**src/core/bcf_map.svh**
```systemverilog
// Constants for the bidirectional queue port control block
`ifndef BCF_MAP_SVH
`define BCF_MAP_SVH

`define BCF_DATA_W 36
`define BCF_BYTE_W 9
`define BCF_BYTES 4
`define BCF_ADDR_W 6
`define BCF_PTR_W 7
`define BCF_DEPTH_N 64
`define BCF_DEPTH 7'h40

`define BCF_SIZE_BYTE 2'h1
`define BCF_SIZE_WORD 2'h2
`define BCF_SIZE_MBX 2'h3
`define BCF_MASK_BYTE 4'h1
`define BCF_MASK_WORD 4'h3
`define BCF_MASK_ALL 4'hf

`define BCF_STRAP_WAIT 2'h2

`define BCF_BUS_ADDR_W 4
`define BCF_OFF_STATUS 4'h0
`define BCF_OFF_CTRL 4'h4
`define BCF_OFF_LEVEL 4'h8
`define BCF_CTRL_RESET 1'b1

`endif

```
**src/core/bcf_pkg.sv**
```systemverilog
// Types for the bidirectional queue port control block
`include "bcf_map.svh"

package bcf_pkg;

  typedef struct packed {
    logic clk;
    logic sel_n;
    logic en;
    logic wr;
    logic mbx;
    logic pg;
    logic [`BCF_DATA_W-1:0] data;
  } bcf_a_pins_t;

  typedef struct packed {
    logic clk;
    logic sel_n;
    logic en;
    logic wr;
    logic [1:0] size;
    logic pg;
    logic [`BCF_DATA_W-1:0] data;
  } bcf_b_pins_t;

  typedef struct packed {
    logic odd;
    logic [1:0] fs;
  } bcf_c_pins_t;

  typedef struct packed {
    bcf_a_pins_t a_pins1;
    bcf_a_pins_t a_pins2;
    bcf_b_pins_t b_pins1;
    bcf_b_pins_t b_pins2;
    bcf_c_pins_t c_pins1;
    bcf_c_pins_t c_pins2;
    logic a_clk_prev;
    logic b_clk_prev;
    logic [1:0] strap_cnt;
    logic strap_done;
    logic [1:0] offset_sel;
    logic [`BCF_PTR_W-1:0] ab_wr;
    logic [`BCF_PTR_W-1:0] ab_rd;
    logic [`BCF_PTR_W-1:0] ba_wr;
    logic [`BCF_PTR_W-1:0] ba_rd;
    logic a_empty_pipe;
    logic a_empty_n;
    logic a_full_pipe;
    logic a_full_n;
    logic b_empty_pipe;
    logic b_empty_n;
    logic b_full_pipe;
    logic b_full_n;
    logic ab_flag_n;
    logic ba_flag_n;
    logic [`BCF_DATA_W-1:0] ab_mbx;
    logic [`BCF_DATA_W-1:0] ba_mbx;
    logic [`BCF_DATA_W-1:0] a_qout;
    logic [`BCF_DATA_W-1:0] b_qout;
    logic [`BCF_DATA_W-1:0] a_dout;
    logic [`BCF_DATA_W-1:0] b_dout;
    logic a_oe;
    logic b_oe;
    logic a_perr_n;
    logic b_perr_n;
    logic check_en;
    logic waitreq;
    logic [31:0] rdata;
  } bcf_state_t;

  localparam bcf_state_t BCF_STATE_RESET = '{
    ab_flag_n: 1'b1,
    ba_flag_n: 1'b1,
    a_perr_n: 1'b1,
    b_perr_n: 1'b1,
    waitreq: 1'b1,
    check_en: `BCF_CTRL_RESET,
    default: '0
  };

endpackage

```
**src/core/bcf_port_control.sv**
```systemverilog
// Port control of a two-way queue pair with mailboxes, flags and parity
//
// The register addresses and register access over Avalon-MM are this design's own decisions.
`timescale 1ns/10ps
`default_nettype none
`include "bcf_map.svh"

// What this block does
// - Port B transfers only while its select is low; outputs float otherwise
// - Port A empty flag low while B-to-A queue empty; reads blocked then
// - Port A empty low at reset, rises second port A edge after load
// - Port B empty flag low while A-to-B queue empty; reads blocked then
// - Port B empty low at reset, rises second port B edge after load
// - Port A transfers only on port A edges with enable high
// - Port B transfers only on port B edges with enable high
// - Port A full flag low while A-to-B queue full; writes blocked then
// - Port A full low at reset, rises second port A edge after reset
// - Port B full flag low while B-to-A queue full; writes blocked then
// - Port B full low at reset, rises second port B edge after reset
// - Offset select inputs are captured when reset ends
// - Port A mailbox select chooses mailbox, else queue output register
// - Port A mailbox write drops A-to-B flag; further writes ignored
// - A-to-B flag rises on port B mailbox read; reset sets it
// - Port B mailbox write drops B-to-A flag; further writes ignored
// - B-to-A flag rises on port A mailbox read; reset sets it
// - Parity sense input picks odd or even for checking and generation
// - Port A error low when any of four input bytes fails parity
// - Port B error low when a byte valid for current size fails
// - Port A error forced high during mailbox read with generation
// - Port B error forced high during mailbox read with generation
// - Write/read select high means write and floats that port's outputs
// - With generation on, reads carry generated parity in each byte top
// - Both port B size selects high route port B access to mailbox
module bcf_port_control
  import bcf_pkg::*;
(
  input wire logic i_clock,
  input wire logic i_rst_n,
  input wire logic i_port_a_clock,
  input wire logic i_port_a_select_n,
  input wire logic i_port_a_enable,
  input wire logic i_port_a_write_read,
  input wire logic i_port_a_mailbox_select,
  input wire logic i_port_a_parity_generate,
  input wire logic [`BCF_DATA_W-1:0] i_port_a_data,
  output logic [`BCF_DATA_W-1:0] o_port_a_data,
  output logic o_port_a_data_oe,
  output logic o_port_a_empty_n,
  output logic o_port_a_full_n,
  output logic o_port_a_parity_error_n,
  input wire logic i_port_b_clock,
  input wire logic i_port_b_select_n,
  input wire logic i_port_b_enable,
  input wire logic i_port_b_write_read,
  input wire logic [1:0] i_port_b_size_select,
  input wire logic i_port_b_parity_generate,
  input wire logic [`BCF_DATA_W-1:0] i_port_b_data,
  output logic [`BCF_DATA_W-1:0] o_port_b_data,
  output logic o_port_b_data_oe,
  output logic o_port_b_empty_n,
  output logic o_port_b_full_n,
  output logic o_port_b_parity_error_n,
  input wire logic i_parity_odd,
  input wire logic [1:0] i_offset_select,
  output logic o_a_to_b_mailbox_flag_n,
  output logic o_b_to_a_mailbox_flag_n,
  input wire logic [`BCF_BUS_ADDR_W-1:0] i_avs_address,
  input wire logic i_avs_read,
  input wire logic i_avs_write,
  input wire logic [31:0] i_avs_writedata,
  input wire logic [3:0] i_avs_byteenable,
  output logic [31:0] o_avs_readdata,
  output logic o_avs_waitrequest
);

  bcf_state_t st_reg;
  bcf_state_t st_next;
  logic [`BCF_DATA_W-1:0] ab_mem [0:`BCF_DEPTH_N-1];
  logic [`BCF_DATA_W-1:0] ba_mem [0:`BCF_DEPTH_N-1];

  bcf_a_pins_t a2;
  bcf_b_pins_t b2;
  logic a_edge;
  logic b_edge;
  logic a_act;
  logic b_act;
  logic b_mbx_path;
  logic a_q_wr;
  logic a_q_rd;
  logic a_mbx_wr;
  logic a_mbx_rd;
  logic b_q_wr;
  logic b_q_rd;
  logic b_mbx_wr;
  logic b_mbx_rd;
  logic [`BCF_PTR_W-1:0] ab_cnt;
  logic [`BCF_PTR_W-1:0] ba_cnt;
  logic [`BCF_PTR_W-1:0] ab_after_a;
  logic [`BCF_PTR_W-1:0] ba_after_a;
  logic [`BCF_PTR_W-1:0] ab_after_b;
  logic [`BCF_PTR_W-1:0] ba_after_b;
  logic [`BCF_DATA_W-1:0] a_raw;
  logic [`BCF_DATA_W-1:0] b_raw;
  logic [31:0] rd_value;

  function automatic logic [`BCF_BYTES-1:0] size_mask(input logic [1:0] size);
    case (size)
      `BCF_SIZE_BYTE: size_mask = `BCF_MASK_BYTE;
      `BCF_SIZE_WORD: size_mask = `BCF_MASK_WORD;
      default: size_mask = `BCF_MASK_ALL;
    endcase
  endfunction

  function automatic logic parity_fail(input logic [`BCF_DATA_W-1:0] d, input logic odd,
                                       input logic [`BCF_BYTES-1:0] mask);
    logic f;
    f = 1'b0;
    for (int i = 0; i < `BCF_BYTES; i++) begin
      if (mask[i] && ((^d[i*`BCF_BYTE_W +: `BCF_BYTE_W]) != odd)) begin
        f = 1'b1;
      end
    end
    return f;
  endfunction

  // Top bit of each byte replaced so the whole byte meets the chosen sense
  function automatic logic [`BCF_DATA_W-1:0] parity_gen(input logic [`BCF_DATA_W-1:0] d,
                                                        input logic odd);
    logic [`BCF_DATA_W-1:0] r;
    r = d;
    for (int i = 0; i < `BCF_BYTES; i++) begin
      r[i*`BCF_BYTE_W + `BCF_BYTE_W - 1] = (^d[i*`BCF_BYTE_W +: `BCF_BYTE_W-1]) ^ odd;
    end
    return r;
  endfunction

  function automatic logic [`BCF_PTR_W-1:0] bump(input logic [`BCF_PTR_W-1:0] p,
                                                 input logic en);
    return p + {6'h00, en};
  endfunction

  function automatic logic [`BCF_PTR_W-1:0] drop(input logic [`BCF_PTR_W-1:0] p,
                                                 input logic en);
    return p - {6'h00, en};
  endfunction

  assign a2 = st_reg.a_pins2;
  assign b2 = st_reg.b_pins2;
  // Port clocks are sampled pins; an edge is a one-cycle enable
  // Edges wait for the strap window so a clock already high at release is no false edge
  assign a_edge = a2.clk & ~st_reg.a_clk_prev & st_reg.strap_done;
  assign b_edge = b2.clk & ~st_reg.b_clk_prev & st_reg.strap_done;
  assign a_act = a_edge & ~a2.sel_n & a2.en;
  assign b_act = b_edge & ~b2.sel_n & b2.en;
  assign b_mbx_path = (b2.size == `BCF_SIZE_MBX);
  assign a_q_wr = a_act & a2.wr & ~a2.mbx & st_reg.a_full_n;
  assign a_q_rd = a_act & ~a2.wr & ~a2.mbx & st_reg.a_empty_n;
  assign a_mbx_wr = a_act & a2.wr & a2.mbx & st_reg.ab_flag_n;
  assign a_mbx_rd = a_act & ~a2.wr & a2.mbx;
  assign b_q_wr = b_act & b2.wr & ~b_mbx_path & st_reg.b_full_n;
  assign b_q_rd = b_act & ~b2.wr & ~b_mbx_path & st_reg.b_empty_n;
  assign b_mbx_wr = b_act & b2.wr & b_mbx_path & st_reg.ba_flag_n;
  assign b_mbx_rd = b_act & ~b2.wr & b_mbx_path;
  assign ab_cnt = st_reg.ab_wr - st_reg.ab_rd;
  assign ba_cnt = st_reg.ba_wr - st_reg.ba_rd;
  // Each side ignores the far side's move this cycle, so flags err safe
  assign ab_after_a = bump(ab_cnt, a_q_wr);
  assign ba_after_a = drop(ba_cnt, a_q_rd);
  assign ab_after_b = drop(ab_cnt, b_q_rd);
  assign ba_after_b = bump(ba_cnt, b_q_wr);

  always_comb begin
    case (i_avs_address)
      `BCF_OFF_STATUS: rd_value = {22'h00_0000, st_reg.offset_sel, st_reg.b_perr_n,
                                   st_reg.a_perr_n, st_reg.ba_flag_n, st_reg.ab_flag_n,
                                   st_reg.b_full_n, st_reg.b_empty_n, st_reg.a_full_n,
                                   st_reg.a_empty_n};
      `BCF_OFF_CTRL: rd_value = {31'h0000_0000, st_reg.check_en};
      `BCF_OFF_LEVEL: rd_value = {9'h000, ba_cnt, 9'h000, ab_cnt};
      default: rd_value = 32'h0000_0000;
    endcase
  end

  always_comb begin
    st_next = st_reg;
    st_next.a_pins1 = {i_port_a_clock, i_port_a_select_n, i_port_a_enable,
                       i_port_a_write_read, i_port_a_mailbox_select,
                       i_port_a_parity_generate, i_port_a_data};
    st_next.b_pins1 = {i_port_b_clock, i_port_b_select_n, i_port_b_enable,
                       i_port_b_write_read, i_port_b_size_select,
                       i_port_b_parity_generate, i_port_b_data};
    st_next.c_pins1 = {i_parity_odd, i_offset_select};
    st_next.a_pins2 = st_reg.a_pins1;
    st_next.b_pins2 = st_reg.b_pins1;
    st_next.c_pins2 = st_reg.c_pins1;
    st_next.a_clk_prev = a2.clk;
    st_next.b_clk_prev = b2.clk;

    // Wait until the synchronisers hold post-release values before latching
    if (!st_reg.strap_done) begin
      st_next.strap_cnt = st_reg.strap_cnt + 2'h1;
      if (st_reg.strap_cnt == `BCF_STRAP_WAIT) begin
        st_next.offset_sel = st_reg.c_pins2.fs;
        st_next.strap_done = 1'b1;
      end
    end

    st_next.ab_wr = bump(st_reg.ab_wr, a_q_wr);
    st_next.ab_rd = bump(st_reg.ab_rd, b_q_rd);
    st_next.ba_wr = bump(st_reg.ba_wr, b_q_wr);
    st_next.ba_rd = bump(st_reg.ba_rd, a_q_rd);

    // Two-stage flags: empty sees a load on the second port edge and a drain at once; full sees a load at once, a drain on the second edge
    if (a_edge) begin
      st_next.a_empty_pipe = (ba_after_a != '0);
      st_next.a_empty_n = st_reg.a_empty_pipe && (ba_after_a != '0);
      st_next.a_full_pipe = (ab_after_a != `BCF_DEPTH);
      st_next.a_full_n = st_reg.a_full_pipe && (ab_after_a != `BCF_DEPTH);
    end
    if (b_edge) begin
      st_next.b_empty_pipe = (ab_after_b != '0);
      st_next.b_empty_n = st_reg.b_empty_pipe && (ab_after_b != '0);
      st_next.b_full_pipe = (ba_after_b != `BCF_DEPTH);
      st_next.b_full_n = st_reg.b_full_pipe && (ba_after_b != `BCF_DEPTH);
    end

    if (a_q_rd) begin
      st_next.a_qout = ba_mem[st_reg.ba_rd[`BCF_ADDR_W-1:0]];
    end
    if (b_q_rd) begin
      st_next.b_qout = ab_mem[st_reg.ab_rd[`BCF_ADDR_W-1:0]];
    end

    // Mailbox write is applied after the read so new mail is never lost
    if (b_mbx_rd) begin
      st_next.ab_flag_n = 1'b1;
    end
    if (a_mbx_wr) begin
      st_next.ab_mbx = a2.data;
      st_next.ab_flag_n = 1'b0;
    end
    if (a_mbx_rd) begin
      st_next.ba_flag_n = 1'b1;
    end
    if (b_mbx_wr) begin
      st_next.ba_mbx = b2.data;
      st_next.ba_flag_n = 1'b0;
    end

    a_raw = a2.mbx ? st_next.ba_mbx : st_next.a_qout;
    b_raw = b_mbx_path ? st_next.ab_mbx : st_next.b_qout;
    st_next.a_dout = a2.pg ? parity_gen(a_raw, st_reg.c_pins2.odd) : a_raw;
    st_next.b_dout = b2.pg ? parity_gen(b_raw, st_reg.c_pins2.odd) : b_raw;
    st_next.a_oe = ~a2.sel_n & ~a2.wr;
    st_next.b_oe = ~b2.sel_n & ~b2.wr;

    // Parity trees are shared with generation, so a generating mailbox read hides errors
    st_next.a_perr_n = (~a2.wr & a2.mbx & a2.pg) |
                       ~(st_reg.check_en &
                         parity_fail(a2.data, st_reg.c_pins2.odd, `BCF_MASK_ALL));
    st_next.b_perr_n = (~b2.wr & b_mbx_path & b2.pg) |
                       ~(st_reg.check_en &
                         parity_fail(b2.data, st_reg.c_pins2.odd, size_mask(b2.size)));

    // One wait cycle: raised by default, dropped once per request
    st_next.waitreq = ~((i_avs_read | i_avs_write) & st_reg.waitreq);
    if (i_avs_read && st_reg.waitreq) begin
      st_next.rdata = rd_value;
    end
    if (i_avs_write && !st_reg.waitreq && (i_avs_address == `BCF_OFF_CTRL) &&
        i_avs_byteenable[0]) begin
      st_next.check_en = i_avs_writedata[0];
    end
  end

  always_ff @(posedge i_clock or negedge i_rst_n) begin
    if (!i_rst_n) begin
      st_reg <= BCF_STATE_RESET;
    end else begin
      st_reg <= st_next;
    end
  end

  // Storage has no reset; the pointers alone decide what is valid
  always_ff @(posedge i_clock) begin
    if (a_q_wr) begin
      ab_mem[st_reg.ab_wr[`BCF_ADDR_W-1:0]] <= a2.data;
    end
    if (b_q_wr) begin
      ba_mem[st_reg.ba_wr[`BCF_ADDR_W-1:0]] <= b2.data;
    end
  end

  assign o_port_a_data = st_reg.a_dout;
  assign o_port_a_data_oe = st_reg.a_oe;
  assign o_port_a_empty_n = st_reg.a_empty_n;
  assign o_port_a_full_n = st_reg.a_full_n;
  assign o_port_a_parity_error_n = st_reg.a_perr_n;
  assign o_port_b_data = st_reg.b_dout;
  assign o_port_b_data_oe = st_reg.b_oe;
  assign o_port_b_empty_n = st_reg.b_empty_n;
  assign o_port_b_full_n = st_reg.b_full_n;
  assign o_port_b_parity_error_n = st_reg.b_perr_n;
  assign o_a_to_b_mailbox_flag_n = st_reg.ab_flag_n;
  assign o_b_to_a_mailbox_flag_n = st_reg.ba_flag_n;
  assign o_avs_readdata = st_reg.rdata;
  assign o_avs_waitrequest = st_reg.waitreq;
endmodule

`default_nettype wire

```
**config.mk**
```make
export PLATFORM = sky130hd
export DESIGN_NAME = bcf_port_control
export DESIGN_NICKNAME = d
export VERILOG_FILES = /design/src/core/bcf_pkg.sv /design/src/core/bcf_port_control.sv
export VERILOG_INCLUDE_DIRS = /design/src /design/src/core
export SDC_FILE = /design/constraint.sdc
export NUM_CORES = 2
export LEC_CHECK = 0
export BUFFER_PORTS_ARGS = -buffer_cell sky130_fd_sc_hd__buf_2
export CORE_ASPECT_RATIO = 1.5
export CORE_MARGIN = 2
export CORE_UTILIZATION = 45
export DETAILED_ROUTE_END_ITERATION = 7
export GPL_TIMING_DRIVEN = 0
export PLACE_DENSITY_LB_ADDON = 0.15
export SLEW_MARGIN = 15
export SYNTH_ARGS = -nofsm -noshare
export SYNTH_HDL_FRONTEND = slang
export SYNTH_MEMORY_MAX_BITS = 65536
export SYNTH_SLANG_ARGS = --single-unit
```
**constraint.sdc**
```tcl
create_clock -name i_clock -period 4.6 [get_ports i_clock]
set_input_delay 0.69 -clock i_clock [delete_from_list [all_inputs] [get_ports i_clock]]
set_output_delay 0.69 -clock i_clock [all_outputs]
set_load 0.005 [all_outputs]
```
==> results.toml <==
[status]
outcome = "complete, but fails checks"
violations = "negative setup slack"

[hold_path]
hold_path.class = "input port to flip-flop"

[yosys]
synthTopCellsByArea = "edfxtp_1 (72%), mux4_2 (14%), dfrtp_1 (5.9%)"
ys_warn_count = 0
synth.distinct_cells = 78
async_flop_share_pct = 9.08
ys.flop_type = "edfxtp_1"
yosysTopAreaCellShare_pct = 71.5
synth-seq-area-share_pct = 77.5
synth-edff-count = 4608
netlist_area_mm2 = 0.193
synth_seq_cells = 5068
synth.avg_cell_area_um2 = 22.0
synth_most_common_cell = "edfxtp_1"
yosysTopAreaCell = "edfxtp_1"
synth_commonest_cells = "edfxtp_1 (4608), mux4_2 (1176), dfrtp_1 (454)"
synthCells = 8773

[floorplanning]
rows = 294
coreArea_mm2 = 0.428
dieArea_mm2 = 0.435
start_util_pct = 45.2
ios = 247
die_x_um = 539
die_y_um = 807

[sta]
post-route-period-util_pct = 104
clock_skew_ns = 0.0582
period_minus_slack_ns = 4.77
grt_setup_unrepaired = "yes"
slew_violations = 0
worst_pin_slew_ns = 1.31
finalSetupViolations = 117
max_freq_ghz = 0.210
setup_slack_ns = -0.170
hold_viol = 0
tns_ns = -6.21
relSlewSlack_pct = 12.8

[placement]
hpwl_um = 502000
dpl.cell_count = 15095
routabilityCongestion = 0.871
io_buffer_count = 196

[run]
maxCapViolations = 0

[clock_network]
clockBufferDepth = 4
cts.sinks = 5068
worstSkewPairLatency_ns = 1.06
clkTransAtPathRegs_ns = 0.07
root_buffer = "clkbuf_16"
htreeDepth = 5
cts_tree = "built"
numCtsBuffers = 471

[setup_path]
crit_chain = "ha_1, clkbuf_2, clkinv_1, clkbuf_2, clkbuf_4, and4_2, and2_1, nand2_2, nor2_4, buf_12, buf_16"
cp_slowest_cell = "nor2_4"
critPathRequiredTime_ns = 5.32
cp-end-kind = "flip-flop"
critical_path_buf_inv_count = 6
cp_common_cell = "clkbuf_2"
startpoint_type = "flip-flop"
cp_top_family = "buffers and inverters"
setup.worst_path.class = "flip-flop to flip-flop"
slowest_delay_ns = 0.55
arrival_ns = 5.49
cp_max_fo = 11

[pwr]
leakage_uw = 0.0760
vdd_drop_max_mv = 0.362
power_density_mw_per_mm2 = 404
power_uw = 94700

[routing]
drt-initial-drc-count = 15777
dr.pass1.iters = 8
viasPerCell = 6.48
num_vias = 105298
drt-total-wl_um = 715000
post-route-drc-count = 0
wl_per_cell_um = 44.0
ant_nets = 0

[grt]
first_global_vias = 104816
grt_pass1_wl_um = 945000
grt_usage_pct = 32.7
grt_max_degree = 89
overflow = 0
antenna_found_initial = 25

[layout]
stdcell_count = 16240
nNetsFinal = 10349
final_layout_size_suffix_gt1_share_pct = 35.0
areaGrowthSynthToFinish_pct = 21.2
[kinds of logic after synthesis]
family,after synthesis,share of synthesized area (%)
AO/OA/AOI/OAI,698,2.48
XOR/XNOR,159,0.803
adder cells (fa/ha/maj),31,0.208
buffers and inverters,608,1.83
flip-flops,5068,77.5
multiplexers,1556,15.7
other,1,0.00194
AND/OR/NAND/NOR,652,1.47
[cell type report]
| type | instances | area (um^2) |
|---|---|---|
| Clock inverter | 272 | 2590 |
| Multi-Input combinational cell | 3111 | 42000 |
| Tap cell | 5624 | 7040 |
| Sequential cell | 5068 | 150000 |
| Fill cell | 32026 | 193000 |
| Timing Repair Buffer | 930 | 14700 |
| Buffer | 555 | 4930 |
| Antenna cell | 13 | 32.5 |
| Clock buffer | 618 | 12900 |
| Inverter | 49 | 203 |
[tightest hold or removal path: stages]
cell and delay (ns):
buf_2 0.12, nor3_2 0.07, nand4_1 0.12, o21ai_0 0.09
[report_power, final]
group | switching, uW | leakage (uW) | internal (uW)
Sequential | 393 | 0.0472 | 50500
Combinational | 2290 | 0.0212 | 1770
Clock | 17800 | 0.00764 | 22000
[per-layer routing]
metal | share of wire, % | GRT usage [%] | up-vias
li1 | - | - | 39314
met5 | 0.019 | 0 | -
met2 | 49 | 54.4 | 7271
met4 | 9.0 | 24.1 | 22
met3 | 9.1 | 6.38 | 2183
met1 | 33 | 37.9 | 56508
[placed cells by master (no fill, tap or decap), types with 104 or more instances in the layout]
cell	n
buf_16	225
buf_4	300
a21oi_1	113
dfrtp_1	380
buf_2	226
o22ai_1	104
edfxtp_1	4608
mux4_2	1176
nor2_4	130
mux2i_1	271
a22oi_1	143
nand2_1	218
clkbuf_16	479
buf_12	318
clkbuf_1	133
clkinv_2	112
[final timing paths]
check | from | cells after the start | to | slack [ns]
worst max-delay path | b2[38]$_DFF_PN0_ | 11 | ba_mem[43][27]$_DFFE_PP_ | -0.17
max in group asynchronous | i_rst_n | 5 | b2[19]$_DFF_PN0_ | 2.58
worst min-delay path | i_avs_address[1] | 4 | o_avs_readdata[21]$_DFFE_PN0P_ | 0.08
worst min register to register | st_next[432]$_DFF_PN0_ | 0 | a2[41]$_DFF_PN0_ | 0.34
worst max register to register | b2[38]$_DFF_PN0_ | 11 | ba_mem[43][27]$_DFFE_PP_ | -0.17
min in group asynchronous | i_rst_n | 2 | st_next[418]$_DFF_PN0_ | 0.14
[what timing repair did]
| item | 4_1_cts | 5_1_grt |
|---|---|---|
| pin swaps | 79 | 20 |
| buffers inserted | 123 | 27 |
| gates resized for setup | 626 | 118 |
| endpoints found under the hold margin | 196 | 0 |
| hold buffers | 96 | 0 |
| endpoints found under the setup margin | 2445 | 237 |
[metrics by stage]
step	utilization [%]	setup slack, ns	hold WS [ns]	area, um^2
3_3_place_gp	47.1	-9.55	0.332	202000
4_1_cts	54.6	-0.126	0.00251	234000
6_report	54.8	-0.170	0.0785	234000
3_5_place_dp	50.0	-2.65	0.335	214000
5_1_grt	54.8	-0.127	0.102	234000
2_1_floorplan	-	0.442	0.331	193000
Note: power is estimated with default switching activity, not from simulation.
